$ cat src/verilog/iox_pkg.sv
// Purpose: Shared constants and types of the two-wire 16-bit I/O expander.
// Assumes: 200 MHz ref_clk; registers are bytes, two ports of eight pins.
// Notes:   Command byte indexes 0..7 select the eight byte registers.

package iox_pkg;

  // ==========================================================
  // Geometry
  localparam int IOX_PINS = 16;
  localparam int IOX_PORT_W = 8;

  // ==========================================================
  // Bus address: fixed upper part plus three select pins
  localparam logic [3:0] IOX_ADDR_BASE = 4'h4;

  // ==========================================================
  // Register kinds, command index bits [2:1]; bit 0 picks the port
  localparam logic [1:0] KIND_IN = 2'h0;
  localparam logic [1:0] KIND_OUT = 2'h1;
  localparam logic [1:0] KIND_POL = 2'h2;
  localparam logic [1:0] KIND_CFG = 2'h3;

  // ==========================================================
  // Reset values
  localparam logic [15:0] RST_OUT = 16'h0000;
  localparam logic [15:0] RST_POL = 16'h0000;
  localparam logic [15:0] RST_CFG = 16'hFFFF;
  localparam logic [2:0] RST_MASK = 3'h0;

  // ==========================================================
  // AXI4-Lite map, byte addresses
  localparam int AXI_AW = 8;
  localparam logic [2:0] OFF_REG_HI = 3'h0;
  localparam logic [7:0] OFF_STATUS = 8'h20;
  localparam logic [7:0] OFF_MASK = 8'h24;
  localparam logic [7:0] OFF_BUSADDR = 8'h28;
  localparam logic [1:0] RESP_OKAY = 2'h0;
  localparam logic [1:0] RESP_SLVERR = 2'h2;

  // ==========================================================
  // Interrupt status bits
  localparam int ST_CHANGE = 0;
  localparam int ST_WRITE = 1;
  localparam int ST_READ = 2;
  localparam int ST_W = 3;

  // ==========================================================
  // Timing
  localparam int CLK_MHZ = 200;
  localparam int SCL_MAX_KHZ = 400;
  localparam int SCL_MIN_HALF_CYC = (CLK_MHZ * 1000 + 2 * SCL_MAX_KHZ - 1) / (2 * SCL_MAX_KHZ);
  localparam int SYNC_STAGES = 3;

  // ==========================================================
  // Serial target states
  typedef enum logic [6:0] {
    S_IDLE = 7'h01,
    S_ADDR = 7'h02,
    S_ACK_ADDR = 7'h04,
    S_WR_BYTE = 7'h08,
    S_ACK_WR = 7'h10,
    S_RD_BYTE = 7'h20,
    S_ACK_RD = 7'h40
  } iox_state_t;

endpackage

$ cat src/verilog/iox_expander.sv
// Purpose: Target logic of a 16-bit two-wire I/O expander with AXI4-Lite side port.
// Assumes: scl/sda and pins are asynchronous and sampled on ref_clk.
// Notes:   No clock stretching; two-wire writes win over same-cycle AXI writes.
//
// Implementation choices: the AXI4-Lite register port and the address map.

`timescale 1ns/1ps

module iox_expander (
  input wire logic ref_clk,
  input wire logic rst_n,
  input wire logic scl,
  input wire logic sdaIn,
  output logic sdaOut,
  output logic sdaOe,
  input wire logic addr_sel_0,
  input wire logic addr_sel_1,
  input wire logic addr_sel_2,
  input wire logic [iox_pkg::IOX_PINS-1:0] gpioIn,
  output logic [iox_pkg::IOX_PINS-1:0] gpioOut,
  output logic [iox_pkg::IOX_PINS-1:0] gpioOe,
  output logic changeDetNOut,
  output logic changeDetNOe,
  output logic irq,
  input wire logic [iox_pkg::AXI_AW-1:0] awaddr,
  input wire logic awvalid,
  output logic awready,
  input wire logic [31:0] wdata,
  input wire logic [3:0] wstrb,
  input wire logic wvalid,
  output logic wready,
  output logic [1:0] bresp,
  output logic bvalid,
  input wire logic bready,
  input wire logic [iox_pkg::AXI_AW-1:0] araddr,
  input wire logic arvalid,
  output logic arready,
  output logic [31:0] rdata,
  output logic [1:0] rresp,
  output logic rvalid,
  input wire logic rready
);
  import iox_pkg::*;

  // ==========================================================
  // Input sampling
  logic [4:0] linkS;
  logic [IOX_PINS-1:0] pinS;
  logic sclS;
  logic sdaS;
  logic [6:0] myAddr;

  // Sampling at 200 MHz leaves hundreds of cycles per 400 kHz half period
  iox_sync #(.W(5), .INIT(5'h03)) u_link_sync (
    .ref_clk(ref_clk),
    .rst_n(rst_n),
    .din({addr_sel_2, addr_sel_1, addr_sel_0, sdaIn, scl}),
    .dout(linkS)
  );
  iox_sync #(.W(IOX_PINS), .INIT(16'h0000)) u_pin_sync (
    .ref_clk(ref_clk),
    .rst_n(rst_n),
    .din(gpioIn),
    .dout(pinS)
  );
  assign sclS = linkS[0];
  assign sdaS = linkS[1];
  assign myAddr = {IOX_ADDR_BASE, linkS[4:2]};

  // ==========================================================
  // Register storage
  logic [15:0] outReg_q;
  logic [15:0] polReg_q;
  logic [15:0] cfgReg_q;
  logic [15:0] inLatch_q;
  logic [ST_W-1:0] status_q;
  logic [ST_W-1:0] mask_q;

  // Reported input is the live sample, corrected for polarity
  function automatic logic [7:0] regRead(input logic [2:0] idx);
    logic [15:0] v;
    v = 16'h0000;
    case (idx[2:1])
      KIND_IN: v = pinS ^ polReg_q;
      KIND_OUT: v = outReg_q;
      KIND_POL: v = polReg_q;
      KIND_CFG: v = cfgReg_q;
      default: v = 16'h0000;
    endcase
    regRead = idx[0] ? v[15:8] : v[7:0];
  endfunction

  // ==========================================================
  // Serial target state machine
  iox_state_t state_q;
  logic sclPrev_q;
  logic sdaPrev_q;
  logic [3:0] bitCnt_q;
  logic [7:0] shift_q;
  logic rw_q;
  logic cmdPhase_q;
  logic masterAck_q;
  logic [2:0] ptr_q;
  logic sdaOe_q;
  logic sclRise;
  logic sclFall;
  logic startCond;
  logic stopCond;
  logic i2cWr;
  logic [2:0] i2cWrIdx;
  logic [7:0] i2cWrData;
  logic i2cRd;
  logic [2:0] i2cRdIdx;

  assign sclRise = sclS & ~sclPrev_q;
  assign sclFall = ~sclS & sclPrev_q;
  assign startCond = sclS & sclPrev_q & sdaPrev_q & ~sdaS;
  assign stopCond = sclS & sclPrev_q & ~sdaPrev_q & sdaS;

  // Byte at the pointer and at its pair partner, ready for the next load
  logic [7:0] rdCur;
  logic [7:0] rdAlt;
  always_comb begin
    rdCur = regRead(ptr_q);
    rdAlt = regRead({ptr_q[2:1], ~ptr_q[0]});
  end

  always_ff @(posedge ref_clk) begin
    if (!rst_n) begin
      sclPrev_q <= 1'b1;
      sdaPrev_q <= 1'b1;
    end else begin
      sclPrev_q <= sclS;
      sdaPrev_q <= sdaS;
    end
  end

  always_ff @(posedge ref_clk) begin
    if (!rst_n) begin
      state_q <= S_IDLE;
      bitCnt_q <= 4'h0;
      shift_q <= 8'h00;
      rw_q <= 1'b0;
      cmdPhase_q <= 1'b0;
      masterAck_q <= 1'b0;
      ptr_q <= 3'h0;
      sdaOe_q <= 1'b0;
    end else if (startCond) begin
      state_q <= S_ADDR;
      bitCnt_q <= 4'h0;
      sdaOe_q <= 1'b0;
    end else if (stopCond) begin
      state_q <= S_IDLE;
      sdaOe_q <= 1'b0;
    end else begin
      case (state_q)
        S_IDLE: begin
          sdaOe_q <= 1'b0;
        end
        S_ADDR: begin
          if (sclRise && bitCnt_q != 4'h8) begin
            shift_q <= {shift_q[6:0], sdaS};
            bitCnt_q <= bitCnt_q + 4'h1;
          end else if (sclFall && bitCnt_q == 4'h8) begin
            // Only answer our own address; never start a transfer
            if (shift_q[7:1] == myAddr) begin
              sdaOe_q <= 1'b1;
              rw_q <= shift_q[0];
              state_q <= S_ACK_ADDR;
            end else begin
              state_q <= S_IDLE;
            end
          end
        end
        S_ACK_ADDR: begin
          if (sclFall) begin
            if (rw_q) begin
              sdaOe_q <= ~rdCur[7];
              shift_q <= {rdCur[6:0], 1'b1};
              bitCnt_q <= 4'h1;
              state_q <= S_RD_BYTE;
            end else begin
              sdaOe_q <= 1'b0;
              bitCnt_q <= 4'h0;
              cmdPhase_q <= 1'b1;
              state_q <= S_WR_BYTE;
            end
          end
        end
        S_WR_BYTE: begin
          if (sclRise && bitCnt_q != 4'h8) begin
            shift_q <= {shift_q[6:0], sdaS};
            bitCnt_q <= bitCnt_q + 4'h1;
          end else if (sclFall && bitCnt_q == 4'h8) begin
            sdaOe_q <= 1'b1;
            state_q <= S_ACK_WR;
            if (cmdPhase_q) begin
              ptr_q <= shift_q[2:0];
              cmdPhase_q <= 1'b0;
            end else begin
              // Pointer flips between the two bytes of a pair
              ptr_q <= {ptr_q[2:1], ~ptr_q[0]};
            end
          end
        end
        S_ACK_WR: begin
          if (sclFall) begin
            sdaOe_q <= 1'b0;
            bitCnt_q <= 4'h0;
            state_q <= S_WR_BYTE;
          end
        end
        S_RD_BYTE: begin
          if (sclFall) begin
            if (bitCnt_q == 4'h8) begin
              sdaOe_q <= 1'b0;
              state_q <= S_ACK_RD;
            end else begin
              sdaOe_q <= ~shift_q[7];
              shift_q <= {shift_q[6:0], 1'b1};
              bitCnt_q <= bitCnt_q + 4'h1;
            end
          end
        end
        S_ACK_RD: begin
          if (sclRise) begin
            masterAck_q <= ~sdaS;
          end else if (sclFall) begin
            if (masterAck_q) begin
              ptr_q <= {ptr_q[2:1], ~ptr_q[0]};
              sdaOe_q <= ~rdAlt[7];
              shift_q <= {rdAlt[6:0], 1'b1};
              bitCnt_q <= 4'h1;
              state_q <= S_RD_BYTE;
            end else begin
              state_q <= S_IDLE;
            end
          end
        end
        default: begin
          state_q <= S_IDLE;
          sdaOe_q <= 1'b0;
        end
      endcase
    end
  end

  // Side effects of the serial transfer, seen by the register file
  assign i2cWr = (state_q == S_WR_BYTE) && sclFall && (bitCnt_q == 4'h8) && !cmdPhase_q
                 && !startCond && !stopCond;
  assign i2cWrIdx = ptr_q;
  assign i2cWrData = shift_q;
  assign i2cRd = ((state_q == S_ACK_ADDR && rw_q) || (state_q == S_ACK_RD && masterAck_q))
                 && sclFall && !startCond && !stopCond;
  assign i2cRdIdx = (state_q == S_ACK_RD) ? {ptr_q[2:1], ~ptr_q[0]} : ptr_q;

  assign sdaOut = 1'b0;
  assign sdaOe = sdaOe_q;

  // ==========================================================
  // AXI4-Lite slave
  logic awHeld_q;
  logic wHeld_q;
  logic [AXI_AW-1:0] awAddr_q;
  logic [31:0] wData_q;
  logic [3:0] wStrb_q;
  logic bvalid_q;
  logic [1:0] bresp_q;
  logic rvalid_q;
  logic [31:0] rdata_q;
  logic [1:0] rresp_q;
  logic axiWrGo;
  logic axiRegWr;
  logic axiRd;
  logic axiInRd;
  logic [ST_W-1:0] statusClr;

  assign awready = ~awHeld_q & ~bvalid_q;
  assign wready = ~wHeld_q & ~bvalid_q;
  assign arready = ~rvalid_q;
  assign axiWrGo = awHeld_q & wHeld_q & ~bvalid_q;
  assign axiRegWr = axiWrGo && awAddr_q[7:5] == OFF_REG_HI && wStrb_q[0];
  assign axiRd = arvalid & ~rvalid_q;
  assign axiInRd = axiRd && araddr[7:5] == OFF_REG_HI && araddr[4:3] == KIND_IN;
  assign statusClr = (axiWrGo && awAddr_q == OFF_STATUS && wStrb_q[0]) ? wData_q[ST_W-1:0]
                     : {ST_W{1'b0}};

  always_ff @(posedge ref_clk) begin
    if (!rst_n) begin
      awHeld_q <= 1'b0;
      wHeld_q <= 1'b0;
      awAddr_q <= '0;
      wData_q <= 32'h0000_0000;
      wStrb_q <= 4'h0;
      bvalid_q <= 1'b0;
      bresp_q <= RESP_OKAY;
    end else begin
      if (awvalid && awready) begin
        awHeld_q <= 1'b1;
        awAddr_q <= awaddr;
      end
      if (wvalid && wready) begin
        wHeld_q <= 1'b1;
        wData_q <= wdata;
        wStrb_q <= wstrb;
      end
      if (axiWrGo) begin
        awHeld_q <= 1'b0;
        wHeld_q <= 1'b0;
        bvalid_q <= 1'b1;
        bresp_q <= (awAddr_q[7:5] == OFF_REG_HI || awAddr_q == OFF_STATUS
                    || awAddr_q == OFF_MASK) ? RESP_OKAY : RESP_SLVERR;
      end else if (bvalid_q && bready) begin
        bvalid_q <= 1'b0;
      end
    end
  end

  always_ff @(posedge ref_clk) begin
    if (!rst_n) begin
      rvalid_q <= 1'b0;
      rdata_q <= 32'h0000_0000;
      rresp_q <= RESP_OKAY;
    end else if (axiRd) begin
      rvalid_q <= 1'b1;
      rresp_q <= RESP_OKAY;
      if (araddr[7:5] == OFF_REG_HI) begin
        rdata_q <= {24'h000000, regRead(araddr[4:2])};
      end else if (araddr == OFF_STATUS) begin
        rdata_q <= {29'h0000000, status_q};
      end else if (araddr == OFF_MASK) begin
        rdata_q <= {29'h0000000, mask_q};
      end else if (araddr == OFF_BUSADDR) begin
        rdata_q <= {25'h000000, myAddr};
      end else begin
        rdata_q <= 32'h0000_0000;
        rresp_q <= RESP_SLVERR;
      end
    end else if (rvalid_q && rready) begin
      rvalid_q <= 1'b0;
    end
  end

  assign bvalid = bvalid_q;
  assign bresp = bresp_q;
  assign rvalid = rvalid_q;
  assign rdata = rdata_q;
  assign rresp = rresp_q;

  // ==========================================================
  // Register writes; serial port has priority in a tie
  always_ff @(posedge ref_clk) begin
    if (!rst_n) begin
      outReg_q <= RST_OUT;
      polReg_q <= RST_POL;
      cfgReg_q <= RST_CFG;
    end else if (i2cWr || axiRegWr) begin
      case (i2cWr ? i2cWrIdx[2:1] : awAddr_q[4:3])
        KIND_OUT: begin
          if (i2cWr ? i2cWrIdx[0] : awAddr_q[2]) begin
            outReg_q[15:8] <= i2cWr ? i2cWrData : wData_q[7:0];
          end else begin
            outReg_q[7:0] <= i2cWr ? i2cWrData : wData_q[7:0];
          end
        end
        KIND_POL: begin
          if (i2cWr ? i2cWrIdx[0] : awAddr_q[2]) begin
            polReg_q[15:8] <= i2cWr ? i2cWrData : wData_q[7:0];
          end else begin
            polReg_q[7:0] <= i2cWr ? i2cWrData : wData_q[7:0];
          end
        end
        KIND_CFG: begin
          if (i2cWr ? i2cWrIdx[0] : awAddr_q[2]) begin
            cfgReg_q[15:8] <= i2cWr ? i2cWrData : wData_q[7:0];
          end else begin
            cfgReg_q[7:0] <= i2cWr ? i2cWrData : wData_q[7:0];
          end
        end
        default: begin
          // Input register ignores writes
        end
      endcase
    end
  end

  // Reading an input port refreshes its stored value
  always_ff @(posedge ref_clk) begin
    if (!rst_n) begin
      inLatch_q <= 16'h0000;
    end else begin
      if ((i2cRd && i2cRdIdx[2:1] == KIND_IN && !i2cRdIdx[0])
          || (axiInRd && !araddr[2])) begin
        inLatch_q[7:0] <= pinS[7:0];
      end
      if ((i2cRd && i2cRdIdx[2:1] == KIND_IN && i2cRdIdx[0])
          || (axiInRd && araddr[2])) begin
        inLatch_q[15:8] <= pinS[15:8];
      end
    end
  end

  assign gpioOut = outReg_q;
  assign gpioOe = ~cfgReg_q;

  // ==========================================================
  // Change detect and interrupt
  logic changeNow;
  logic changeOe_q;
  logic irq_q;
  logic [ST_W-1:0] statusSet;

  // Only pins set as inputs can flag a change
  assign changeNow = |((pinS ^ inLatch_q) & cfgReg_q);
  assign statusSet = {i2cRd, i2cWr, changeNow & ~changeOe_q};

  always_ff @(posedge ref_clk) begin
    if (!rst_n) begin
      changeOe_q <= 1'b0;
    end else begin
      changeOe_q <= changeNow;
    end
  end

  always_ff @(posedge ref_clk) begin
    if (!rst_n) begin
      status_q <= {ST_W{1'b0}};
      mask_q <= RST_MASK;
      irq_q <= 1'b0;
    end else begin
      // A new event outweighs a clear in the same cycle
      status_q <= (status_q & ~statusClr) | statusSet;
      if (axiWrGo && awAddr_q == OFF_MASK && wStrb_q[0]) begin
        mask_q <= wData_q[ST_W-1:0];
      end
      irq_q <= |(status_q & mask_q);
    end
  end

  assign changeDetNOut = 1'b0;
  assign changeDetNOe = changeOe_q;
  assign irq = irq_q;

endmodule

$ cat src/verilog/iox_sync.sv
// Purpose: Three-flop input synchroniser with a two-stage agreement filter.
// Assumes: Inputs are asynchronous to ref_clk.
// Notes:   Output changes only when stages two and three agree.

`timescale 1ns/1ps

module iox_sync #(
  parameter int W = 1,
  parameter logic [W-1:0] INIT = '0
) (
  input wire logic ref_clk,
  input wire logic rst_n,
  input wire logic [W-1:0] din,
  output logic [W-1:0] dout
);
  import iox_pkg::*;

  // ==========================================================
  // Per-bit chain
  genvar i;
  generate
    for (i = 0; i < W; i++) begin : g_bit
      logic s1_q;
      logic s2_q;
      logic s3_q;
      logic out_q;
      always_ff @(posedge ref_clk) begin
        if (!rst_n) begin
          s1_q <= INIT[i];
          s2_q <= INIT[i];
          s3_q <= INIT[i];
          out_q <= INIT[i];
        end else begin
          s1_q <= din[i];
          s2_q <= s1_q;
          s3_q <= s2_q;
          // A lone glitch never reaches both later stages
          if (s2_q == s3_q) begin
            out_q <= s3_q;
          end
        end
      end
      assign dout[i] = out_q;
    end
  endgenerate

endmodule

$ cat config.mk
export PLATFORM = sky130hd
export DESIGN_NAME = iox_expander
export DESIGN_NICKNAME = d
export VERILOG_FILES = /design/src/verilog/iox_pkg.sv /design/src/verilog/iox_expander.sv /design/src/verilog/iox_sync.sv
export SDC_FILE = /design/constraint.sdc
export NUM_CORES = 1
export LEC_CHECK = 0
export BUFFER_PORTS_ARGS = -buffer_cell sky130_fd_sc_hd__buf_4
export CAP_MARGIN = 10
export CORE_MARGIN = 2
export CORE_UTILIZATION = 52
export DETAILED_ROUTE_END_ITERATION = 8
export GPL_TIMING_DRIVEN = 0
export PLACE_DENSITY = 0.82
export SYNTH_ARGS = -nofsm -noshare
export SYNTH_HDL_FRONTEND = slang
export SYNTH_SLANG_ARGS = --single-unit
$ cat constraint.sdc
create_clock -name ref_clk -period 2.6 [get_ports ref_clk]
set_input_delay 0.52 -clock ref_clk [delete_from_list [all_inputs] [get_ports ref_clk]]
set_output_delay 0.52 -clock ref_clk [all_outputs]
set_load 0.03 [all_outputs]
==> results of run 1 <==
==> cell families (layout without fill, tap and decap cells) <==
| family | after synthesis | count (layout) | share of synthesized area, % |
|---|---|---|---|
| buffers and inverters | 131 | 282 | 6.28 |
| adders and majority gates | 2 | 2 | 0.244 |
| DFF | 215 | 215 | 42.0 |
| xor gates and xnor gates | 45 | 45 | 3.85 |
| and+or+nand+nor | 426 | 426 | 20.9 |
| muxes | 109 | 109 | 12.5 |
| AOI/OAI and AO/OA | 226 | 226 | 14.1 |
| other | 1 | 28 | 0.0366 |
==> worst max-delay path: cells and delay by family, from the launching register on <==
family          cells  cell delay, ps
simple gates        3            1180
flops               1             300
compound gates      3             570
buf+inv             2             360
==> cell type report <==
cell class	count	share of cell area [%]
timing repair buffer	110	6.79
clock buffer	31	5.23
inverter	31	0.942
buffer	99	4.28
sequential	215	34.8
clock inverter	11	1.21
tap	265	2.68
multi-input combinational	836	44.0
==> cells in the mapped netlist, types with 16 or more instances <==
master      n
mux2_2     22
nand2b_1   20
a21oi_1    83
o21ai_2    16
o21ai_0    43
nor2b_1    18
mux2i_1    70
nor2_1     89
nand3_1    32
nand2_1   138
buf_4      29
and2_1     61
dfxtp_1   215
inv_1      29
nor3_1     20
clkbuf_1   49
xnor2_1    35
==> where the power goes <==
group	internal (uW)	switching (uW)
sequential	3390	84.6
clock	2060	1360
combinational	369	547
==> how the worst min path moves through the flow <==
stage,to,cells after the start,slack (ps),from
final,u_link_sync.g_bit[1].s1_q,2,180,sdaIn
after global routing,rvalid,2,170,rready
after CTS,u_link_sync.g_bit[1].s1_q,2,160,sdaIn
after detailed placement,u_link_sync.g_bit[0].s2_q,1,390,u_link_sync.g_bit[0].s1_q
after global placement,u_link_sync.g_bit[0].s2_q,1,390,u_link_sync.g_bit[0].s1_q
after floorplan,u_link_sync.g_bit[0].s2_q,1,390,u_link_sync.g_bit[0].s1_q
==> routing by layer <==
layer | vias up | track usage, %
li1 | 4266 | -
met1 | 4217 | 36.1
met3 | 77 | 5.43
met4 | 0 | 9.56
met2 | 402 | 46.1
met5 | - | 0
==> cell usage in the layout (no fill, tap or decap), drive strengths merged, types with 4 or more instances in the layout <==
master  count
a31oi      14
nand2b     20
nor4        9
mux2       26
o21ai      62
mux2i      71
nor2b      18
a22oi       5
xor2       10
nand2     139
a221oi      9
buf       161
nand3      34
inv        31
xnor2      35
and2       62
nor3       21
mux4       12
conb       28
nor3b       9
o22ai      15
o31ai       7
clkinv      8
a21oi      84
nor2       90
dfxtp     215
nand4b      4
clkbuf     79
==> metrics by stage <==
| step | utilization [%] | setup TNS, ps | instance area, sq um | std cells | hold slack, ps |
|---|---|---|---|---|---|
| 5_1_grt | 63.7 | 0 | 12400 | 1598 | 172 |
| 2_1_floorplan | - | 0 | 10300 | 1182 | 386 |
| 6_report | 63.7 | 0 | 12400 | 1598 | 181 |
| 4_1_cts | 63.4 | 0 | 12300 | 1592 | 163 |
| 3_5_place_dp | 59.0 | -8570 | 11400 | 1549 | 393 |
| 3_3_place_gp | 58.9 | -11850 | 11400 | 1548 | 389 |
==> timing repair <==
action                                  4_1_cts  5_1_grt
pin swaps                                     1        4
setup buffers                                 2        6
endpoints found under the setup margin       53       62
gates resized for setup                       8        6
==> registers in the layout (all words and copies together), names as in the netlist, 16 cells and up <==
register and cells:
cfgReg_q 16, gpioOut 16, inLatch_q 16, polReg_q 16, u_pin_sync.g_bit.out_q 16, u_pin_sync.g_bit.s1_q 16, u_pin_sync.g_bit.s2_q 16, u_pin_sync.g_bit.s3_q 16
==> metrics.txt, run 1 <==
maximum fanout along the worst path 10; Worst Reg-to-Reg Cells 8; port bufs 101; RD Place Congestion 0.983; global route overflow 0; Worst VDD drop 0.515 mV; vias in the first global route 8,344; crit share post-route 97.4%; htree depth 1; Worst Tran Pin Value 847 ps; Post-DRT Antenna Nets 0; Worst R2R Setup Slack 70 ps; Reg clk slew, reported paths 60 ps; area taken by multi-input logic gates 5440 sq um; register area share after synthesis 42.0%; clk sinks 215; Critical Path Sink inLatch_q[5]; Setup CP Type register to register; First-pass DRT Iterations 5; DIE AREA 20,800 sq um; synth top area cells dfxtp_1 42%, mux2i_1 6.8%, nand2_1 5.1%; drc violations 0; Yosys warnings 0; Root Buffer clkbuf_16; Initial Util 52.8%; critical path arrival 2950 ps; Routed WL 29,200 microns; FMAX 395 MHz; # diodes 0; fillers 1,640; dpl ws -426 ps; MaxCap Viol Count 0; Cell Chain, Critical Path buf_6, or4_4, or4b_4, a21oi_4, a31oi_4, buf_6, nand3_1, o21ai_2; Final Hold Viols 0; 1st-iter DRT viols 828; wire length on met1 12,000 microns; Tmin final 2530 ps; largest net degree at the start of global routing 15; post-synthesis register bit count 215; Avg Synthesized Cell Area 8.86 sq um; post-synth top area cell dfxtp_1; crit path from state_q[1]; gr usage total 27.7%; Area growth syn-to-layout 20.6%; CTS Hold Buffers Added 0; metal2 WL 13,600 microns; Die H 144 microns; number of CTS-inserted buffers 23; I/O pins 158; Design Power 7810 uW; Final #Nets 1,398; metal3 WL 2530 microns; Post-Synthesis Cells 1,155; outcome finished, final reports clean; PwrDens 632 nW/um^2; Worst Skew 11.4 ps; Synth top area share 42.0%; core area 19,400 sq um; relative slew slack 43.5%; Post-synth EDFFs 0; top layer in use met4; Final WS setup 68.6 ps; HP Class primary input to register; synthesized area 10,200 sq um; max-slew violations 0; RSZ-0062 raised after global routing false; required time worst endpoint 3010 ps; via count 8,962; delay of the slowest critical-path stage 560 ps; dpl hpwl 21,300 microns; R2R Path End inLatch_q[5]; CP dominant cell by count buf_6; share of cells above drive strength 1 20.2%; CP startpoint kind register; FFs w/ async S/R, synth 0%; crit end category register; clock insertion delay at the later pin of the skew report 530 ps; die width 144 microns; final setup vio count 0; num rows 51; Register Area 4300 sq um; vias per inst 5.61; Lkg Pwr 0.00482 uW; slowest CP cell or4_4; CTS tree yes; initial antenna violation count 0; Clock Path Buffers 3; Avg WL per Cell 18.2 microns; Worst R2R Start state_q[1]; first-pass GRT wire length 44,900 microns; library cells used by synthesis 76; Post-synth top flop dfxtp_1
(Power assumes the default switching activity.)
==> run 2, diff against run 1 <==
--- a/config.mk
+++ b/config.mk
@@ -11,6 +11,7 @@
 export CORE_UTILIZATION = 52
 export DETAILED_ROUTE_END_ITERATION = 8
 export GPL_TIMING_DRIVEN = 0
+export MAX_ROUTING_LAYER = met4
 export PLACE_DENSITY = 0.82
 export SYNTH_ARGS = -nofsm -noshare
 export SYNTH_HDL_FRONTEND = slang
==> metrics.txt, run 2 (same netlist as run 1, synthesis figures left out) <==
Area growth syn-to-layout 21.0%; HP Start rready; R2R Path End i2cWrData[6]; Post-DRT Antenna Nets 0 (unchanged); First-pass DRT Iterations 5 (unchanged); dpl hpwl 21,800 microns (+2.0%); FMAX 392 MHz (-0.77%); Initial Util 52.8% (unchanged); Final Hold Viols 0 (unchanged); max-slew violations 0 (unchanged); CTS Hold Buffers Added 0 (unchanged); Cell Chain, Critical Path buf_6, or4_4, or3_1, buf_2, nand3_1, a21oi_1, nor2_1, a31oi_1; slowest CP cell or4_4; Avg WL per Cell 18.4 microns (+1.1%); CTS tree yes; delay of the slowest critical-path stage 570 ps (about the same); most frequent cells in the layout 215 x dfxtp_1, 138 x nand2_1, 137 x buf_4, 88 x nor2_1, 83 x a21oi_1; crit share post-route 98.1% (+0.76 points); Worst Skew 26.7 ps (+15.3 ps); Routed WL 29,400 microns (+0.98%); Clock Path Buffers 3 (unchanged); Worst R2R Start state_q[1]; number of CTS-inserted buffers 23 (unchanged); Worst path top cell family by delay simple AND/OR/NAND/NOR gates; DIE AREA 20,800 sq um (unchanged); first-pass GRT wire length 44,700 microns (-0.35%); required time worst endpoint 2980 ps (-30 ps); Design Area, Final 12,400 sq um (+0.26%); Lkg Pwr 0.00482 uW (+0.15%); largest net degree at the start of global routing 15 (unchanged); die width 144 microns (unchanged); # diodes 0 (unchanged); RD Place Congestion 0.980 (-0.28%); crit end category register; Final #Nets 1,397 (-0.072%); maximum fanout along the worst path 10 (unchanged); RSZ-0062 raised after global routing false; share of cells above drive strength 1 20.4% (+0.26 points); vias in the first global route 8,220 (-1.5%); HP Class primary input to register; Worst VDD drop 0.555 mV (+7.8%); htree depth 1 (unchanged); outcome finished, final reports clean; Root Buffer clkbuf_16; num rows 51 (unchanged); final setup vio count 0 (unchanged); Hold Path End rvalid; port bufs 101 (unchanged); critical path arrival 2930 ps (-20 ps); commonest non-fill, non-tap cell in the layout dfxtp_1; clock insertion delay at the later pin of the skew report 530 ps (about the same); relative slew slack 39.6% (-3.9 points); Die H 144 microns (unchanged); Worst Reg-to-Reg Cells 8 (unchanged); Worst Tran Pin Value 906 ps (+59.0 ps); I/O pins 158 (unchanged); 1st-iter DRT viols 787 (-5.0%); core area 19,400 sq um (unchanged); CP startpoint kind register; global route overflow 0 (unchanged); Setup CP Type register to register; Crit path buffers/inverters 2 (unchanged); Hold Path Depth 2 (unchanged); PwrDens 639 nW/um^2 (+1.1%); gr usage total 28.7% (+0.94 points); drc violations 0 (unchanged); fillers 1,690 (+3.0%); Worst R2R Setup Slack 50 ps (-20 ps); via count 8,930 (-0.36%); initial antenna violation count 0 (unchanged); clk sinks 215 (unchanged); Area after DPL 11,400 sq um (unchanged); hold_ws 184 ps (+2.99 ps); MaxCap Viol Count 0 (unchanged); Reg clk slew, reported paths 60 ps (about the same); Tmin final 2550 ps (+19.6 ps); vias per inst 5.60 (-0.23%)
==> run 2: how the worst max path moves through the flow <==
stage,start,to,cells past startpoint
6_report,state_q[1],i2cWrData[6],8
2_1_floorplan,state_q[4],cfgReg_q[0],8
3_5_place_dp,u_link_sync.g_bit[0].out_q,cfgReg_q[1],9
3_3_place_gp,u_link_sync.g_bit[0].out_q,polReg_q[0],8
5_1_grt,state_q[0],i2cWrData[6],7
4_1_cts,i2cWrIdx[2],i2cWrData[5],7
==> run 2: layout make-up <==
cell class | count | area [sq um] | share of cell area, %
well taps | 265 | 332 | 2.68
clock inverters | 15 | 209 | 1.69
multi-input cells | 836 | 5440 | 43.9
flip-flops and latches | 215 | 4300 | 34.8
plain buffers | 98 | 524 | 4.23
clock buffers | 26 | 607 | 4.90
repair buffers | 110 | 851 | 6.87
inverters | 31 | 116 | 0.940
==> run 2: power breakdown <==
group | internal (uW) | switching, uW | total [uW] | leakage, uW
registers | 3390 | 83.5 | 3470 | 0.00175
clock network | 2170 | 1350 | 3520 | 0.000402
logic | 377 | 549 | 926 | 0.00267
total | 5940 | 1980 | 7920 | 0.00482
==> run 2: timing repair <==
action,CTS,global route
buffers inserted,1,7
endpoints found under the setup margin,54,62
gates resized for setup,7,7
pin swaps,1,4
==> run 2: layer usage <==
layer | vias to the layer above | GRT usage, % | share of wire, %
met5 | - | - | 0
met3 | 68 | 4.74 | 9.1
li1 | 4256 | - | -
met2 | 394 | 45.3 | 46
met4 | 0 | 10.8 | 3.4
met1 | 4212 | 37.1 | 41
==> run 2: stage by stage <==
stage               worst slack, ps  total power [uW]  setup TNS, ps  std cells  utilization, %
floorplan                       123              4120              0       1182               -
global placement               -716              4390         -13350       1548            58.9
detailed placement             -423              4400         -10040       1549            59.0
CTS                            4.64              7890              0       1590            63.4
global route                   16.7              8160              0       1596            63.8
finish                         48.9              7920              0       1596            63.8
==> run 3, diff against run 2 <==
--- a/config.mk
+++ b/config.mk
@@ -7,12 +7,13 @@
 export LEC_CHECK = 0
 export BUFFER_PORTS_ARGS = -buffer_cell sky130_fd_sc_hd__buf_4
 export CAP_MARGIN = 10
+export CORE_ASPECT_RATIO = 0.7
 export CORE_MARGIN = 2
 export CORE_UTILIZATION = 52
 export DETAILED_ROUTE_END_ITERATION = 8
 export GPL_TIMING_DRIVEN = 0
 export MAX_ROUTING_LAYER = met4
-export PLACE_DENSITY = 0.82
+export PLACE_DENSITY = 0.76
 export SYNTH_ARGS = -nofsm -noshare
 export SYNTH_HDL_FRONTEND = slang
 export SYNTH_SLANG_ARGS = --single-unit
==> metrics.txt, run 3 (same netlist as run 1, synthesis figures left out) <==
CTS Hold Buffers Added 0 (unchanged); Initial Util 53.7% (+0.89 points); drc violations 0 (unchanged); MaxCap Viol Count 0 (unchanged); dpl hpwl 22,500 microns (+3.5%); Reg clk slew, reported paths 60 ps (about the same); htree depth 1 (unchanged); delay of the slowest critical-path stage 600 ps (+30 ps); clock insertion delay at the later pin of the skew report 520 ps (about the same); part of the power in the clock network 41.2% (-3.2 points); Area growth syn-to-layout 20.4%; clk sinks 215 (unchanged); Final #Nets 1,401 (+0.29%); Final Hold Viols 0 (unchanged); initial antenna violation count 1 (+1); first-pass GRT wire length 46,300 microns (+3.5%); num rows 42 (-18%); register share of total power 46.2% (+2.3 points); net switching power 1980 uW (-0.19%); I/O pins 158 (unchanged); First-pass DRT Iterations 5 (unchanged); critical path arrival 2940 ps (about the same); Worst Skew 19.2 ps (-7.44 ps); portion of total power attributed to combinational logic 12.6% (+0.9 points); core area 19,100 sq um (-1.7%); Tmin final 2540 ps (-14.9 ps); Post-DRT Antenna Nets 0 (unchanged); crit share post-route 97.5% (-0.57 points); RD Place Congestion 0.980 (about the same); Cell Chain, Critical Path or4_4, or4b_4, a21oi_4, a31oi_4, buf_6, nand3_1, o21ai_2; slowest CP cell or4_4; via count 8,936 (+0.067%); CTS tree yes; required time worst endpoint 3000 ps (+20 ps); # diodes 0 (unchanged); vias in the first global route 7,945 (-3.3%); Avg WL per Cell 19.1 microns (+3.5%); switching part of the total 26.3% (+1.3 points); commonest non-fill, non-tap cell in the layout dfxtp_1; FMAX 394 MHz (+0.59%); PwrDens 610 nW/um^2 (-4.6%); Lkg Pwr 0.00479 uW (-0.70%); final setup vio count 0 (unchanged); Worst VDD drop 0.575 mV (+3.6%); crit end category register; DIE AREA 20,800 sq um (about the same); 1st-iter DRT viols 1,030 (+31%); port bufs 101 (unchanged); Int Power 5550 uW (-6.6%); RSZ-0062 raised after global routing false; gr usage total 29.9% (+1.2 points); most frequent cells in the layout 215 x dfxtp_1, 143 x buf_4, 138 x nand2_1, 89 x nor2_1, 82 x a21oi_1; Setup CP Type register to register; Root Buffer clkbuf_16; number of CTS-inserted buffers 21 (-8.7%); Design Power 7520 uW (-5.0%); share of cells above drive strength 1 20.3% (-0.090 points); max-slew violations 0 (unchanged); vias per inst 5.60 (about the same); Sum Neg Setup Slack 0 ps (unchanged); global route overflow 0 (unchanged); maximum fanout along the worst path 10 (unchanged); Clock Path Buffers 3 (unchanged); HP Class primary input to register; Routed WL 30,500 microns (+3.5%); Die H 121 microns (-16%); CP startpoint kind register; outcome finished, final reports clean; hold_ws 186 ps (+2.51 ps); Worst Tran Pin Value 1020 ps (+112 ps); relative slew slack 32.2% (-7.4 points); die width 172 microns (+19%); largest net degree at the start of global routing 16 (+1)
-- run 3: cell count changes in the layout (fill, tap and decap cells not counted), sizes merged --
cell,change
clkbuf,+3
clkinv,-3
bufinv,-3
clkinvlp,-2
buf,+6
-- run 3: routing by layer --
metal	vias up	share of wire [%]	routed length [microns]	global-route usage, %
li1	4283	-	-	-
met1	4167	47	14400	45.1
met2	431	41	12400	41.6
met3	55	9.7	2960	4.79
met4	0	2.2	678	6.78
met5	-	0	0	-
-- run 3: final timing paths --
check / start / end / slack (ps) / depth (start not counted)
setup / recovery: state_q[0] / inLatch_q[5] / 60 / 7
hold / removal: rready / rvalid / 190 / 2
setup reg to reg: state_q[0] / inLatch_q[5] / 60 / 7
hold reg to reg: u_link_sync.g_bit[0].s1_q / u_link_sync.g_bit[0].s2_q / 410 / 1
-- run 3: area by class of cell --
cell class,count,area [sq um]
fillers,1631,6750
plain buffers,98,526
clock buffers,29,586
inverters,31,116
flip-flops and latches,215,4300
repair buffers,116,900
multi-input cells,836,5460
clock inverters,7,100
well taps,264,330
-- run 3: worst max-delay path, delay by kind of cell (launching register included) --
kind	cells	cell delay (ps)
AOI/OAI and AO/OA	3	550
buffers and inverters	1	220
DFF	1	430
and+or+nand+nor	3	1220
-- run 3: power groups by stage --
stage | logic [uW] | registers (uW) | clock network (uW)
after floorplan | 595 | 3530 | 0
after global placement | 854 | 3540 | 0
after detailed placement | 856 | 3550 | 0
after CTS | 868 | 3470 | 3130
after global routing | 1010 | 3490 | 3260
final | 945 | 3480 | 3100
-- run 3: repair_timing --
item / in CTS / in global routing
setup endpoints to repair: 54 / 65
resized for setup: 6 / 11
buffers inserted: 1 / 13
pin swaps: 0 / 7
-- run 3: per-stage QoR --
step	utilization [%]	cells	worst slack, ps	instance area (sq um)
2_1_floorplan	-	1182	123	10300
3_3_place_gp	59.9	1547	-832	11400
3_5_place_dp	60.0	1548	-583	11400
4_1_cts	63.8	1584	32.4	12200
5_1_grt	64.6	1596	11.8	12300
6_report	64.6	1596	63.8	12300
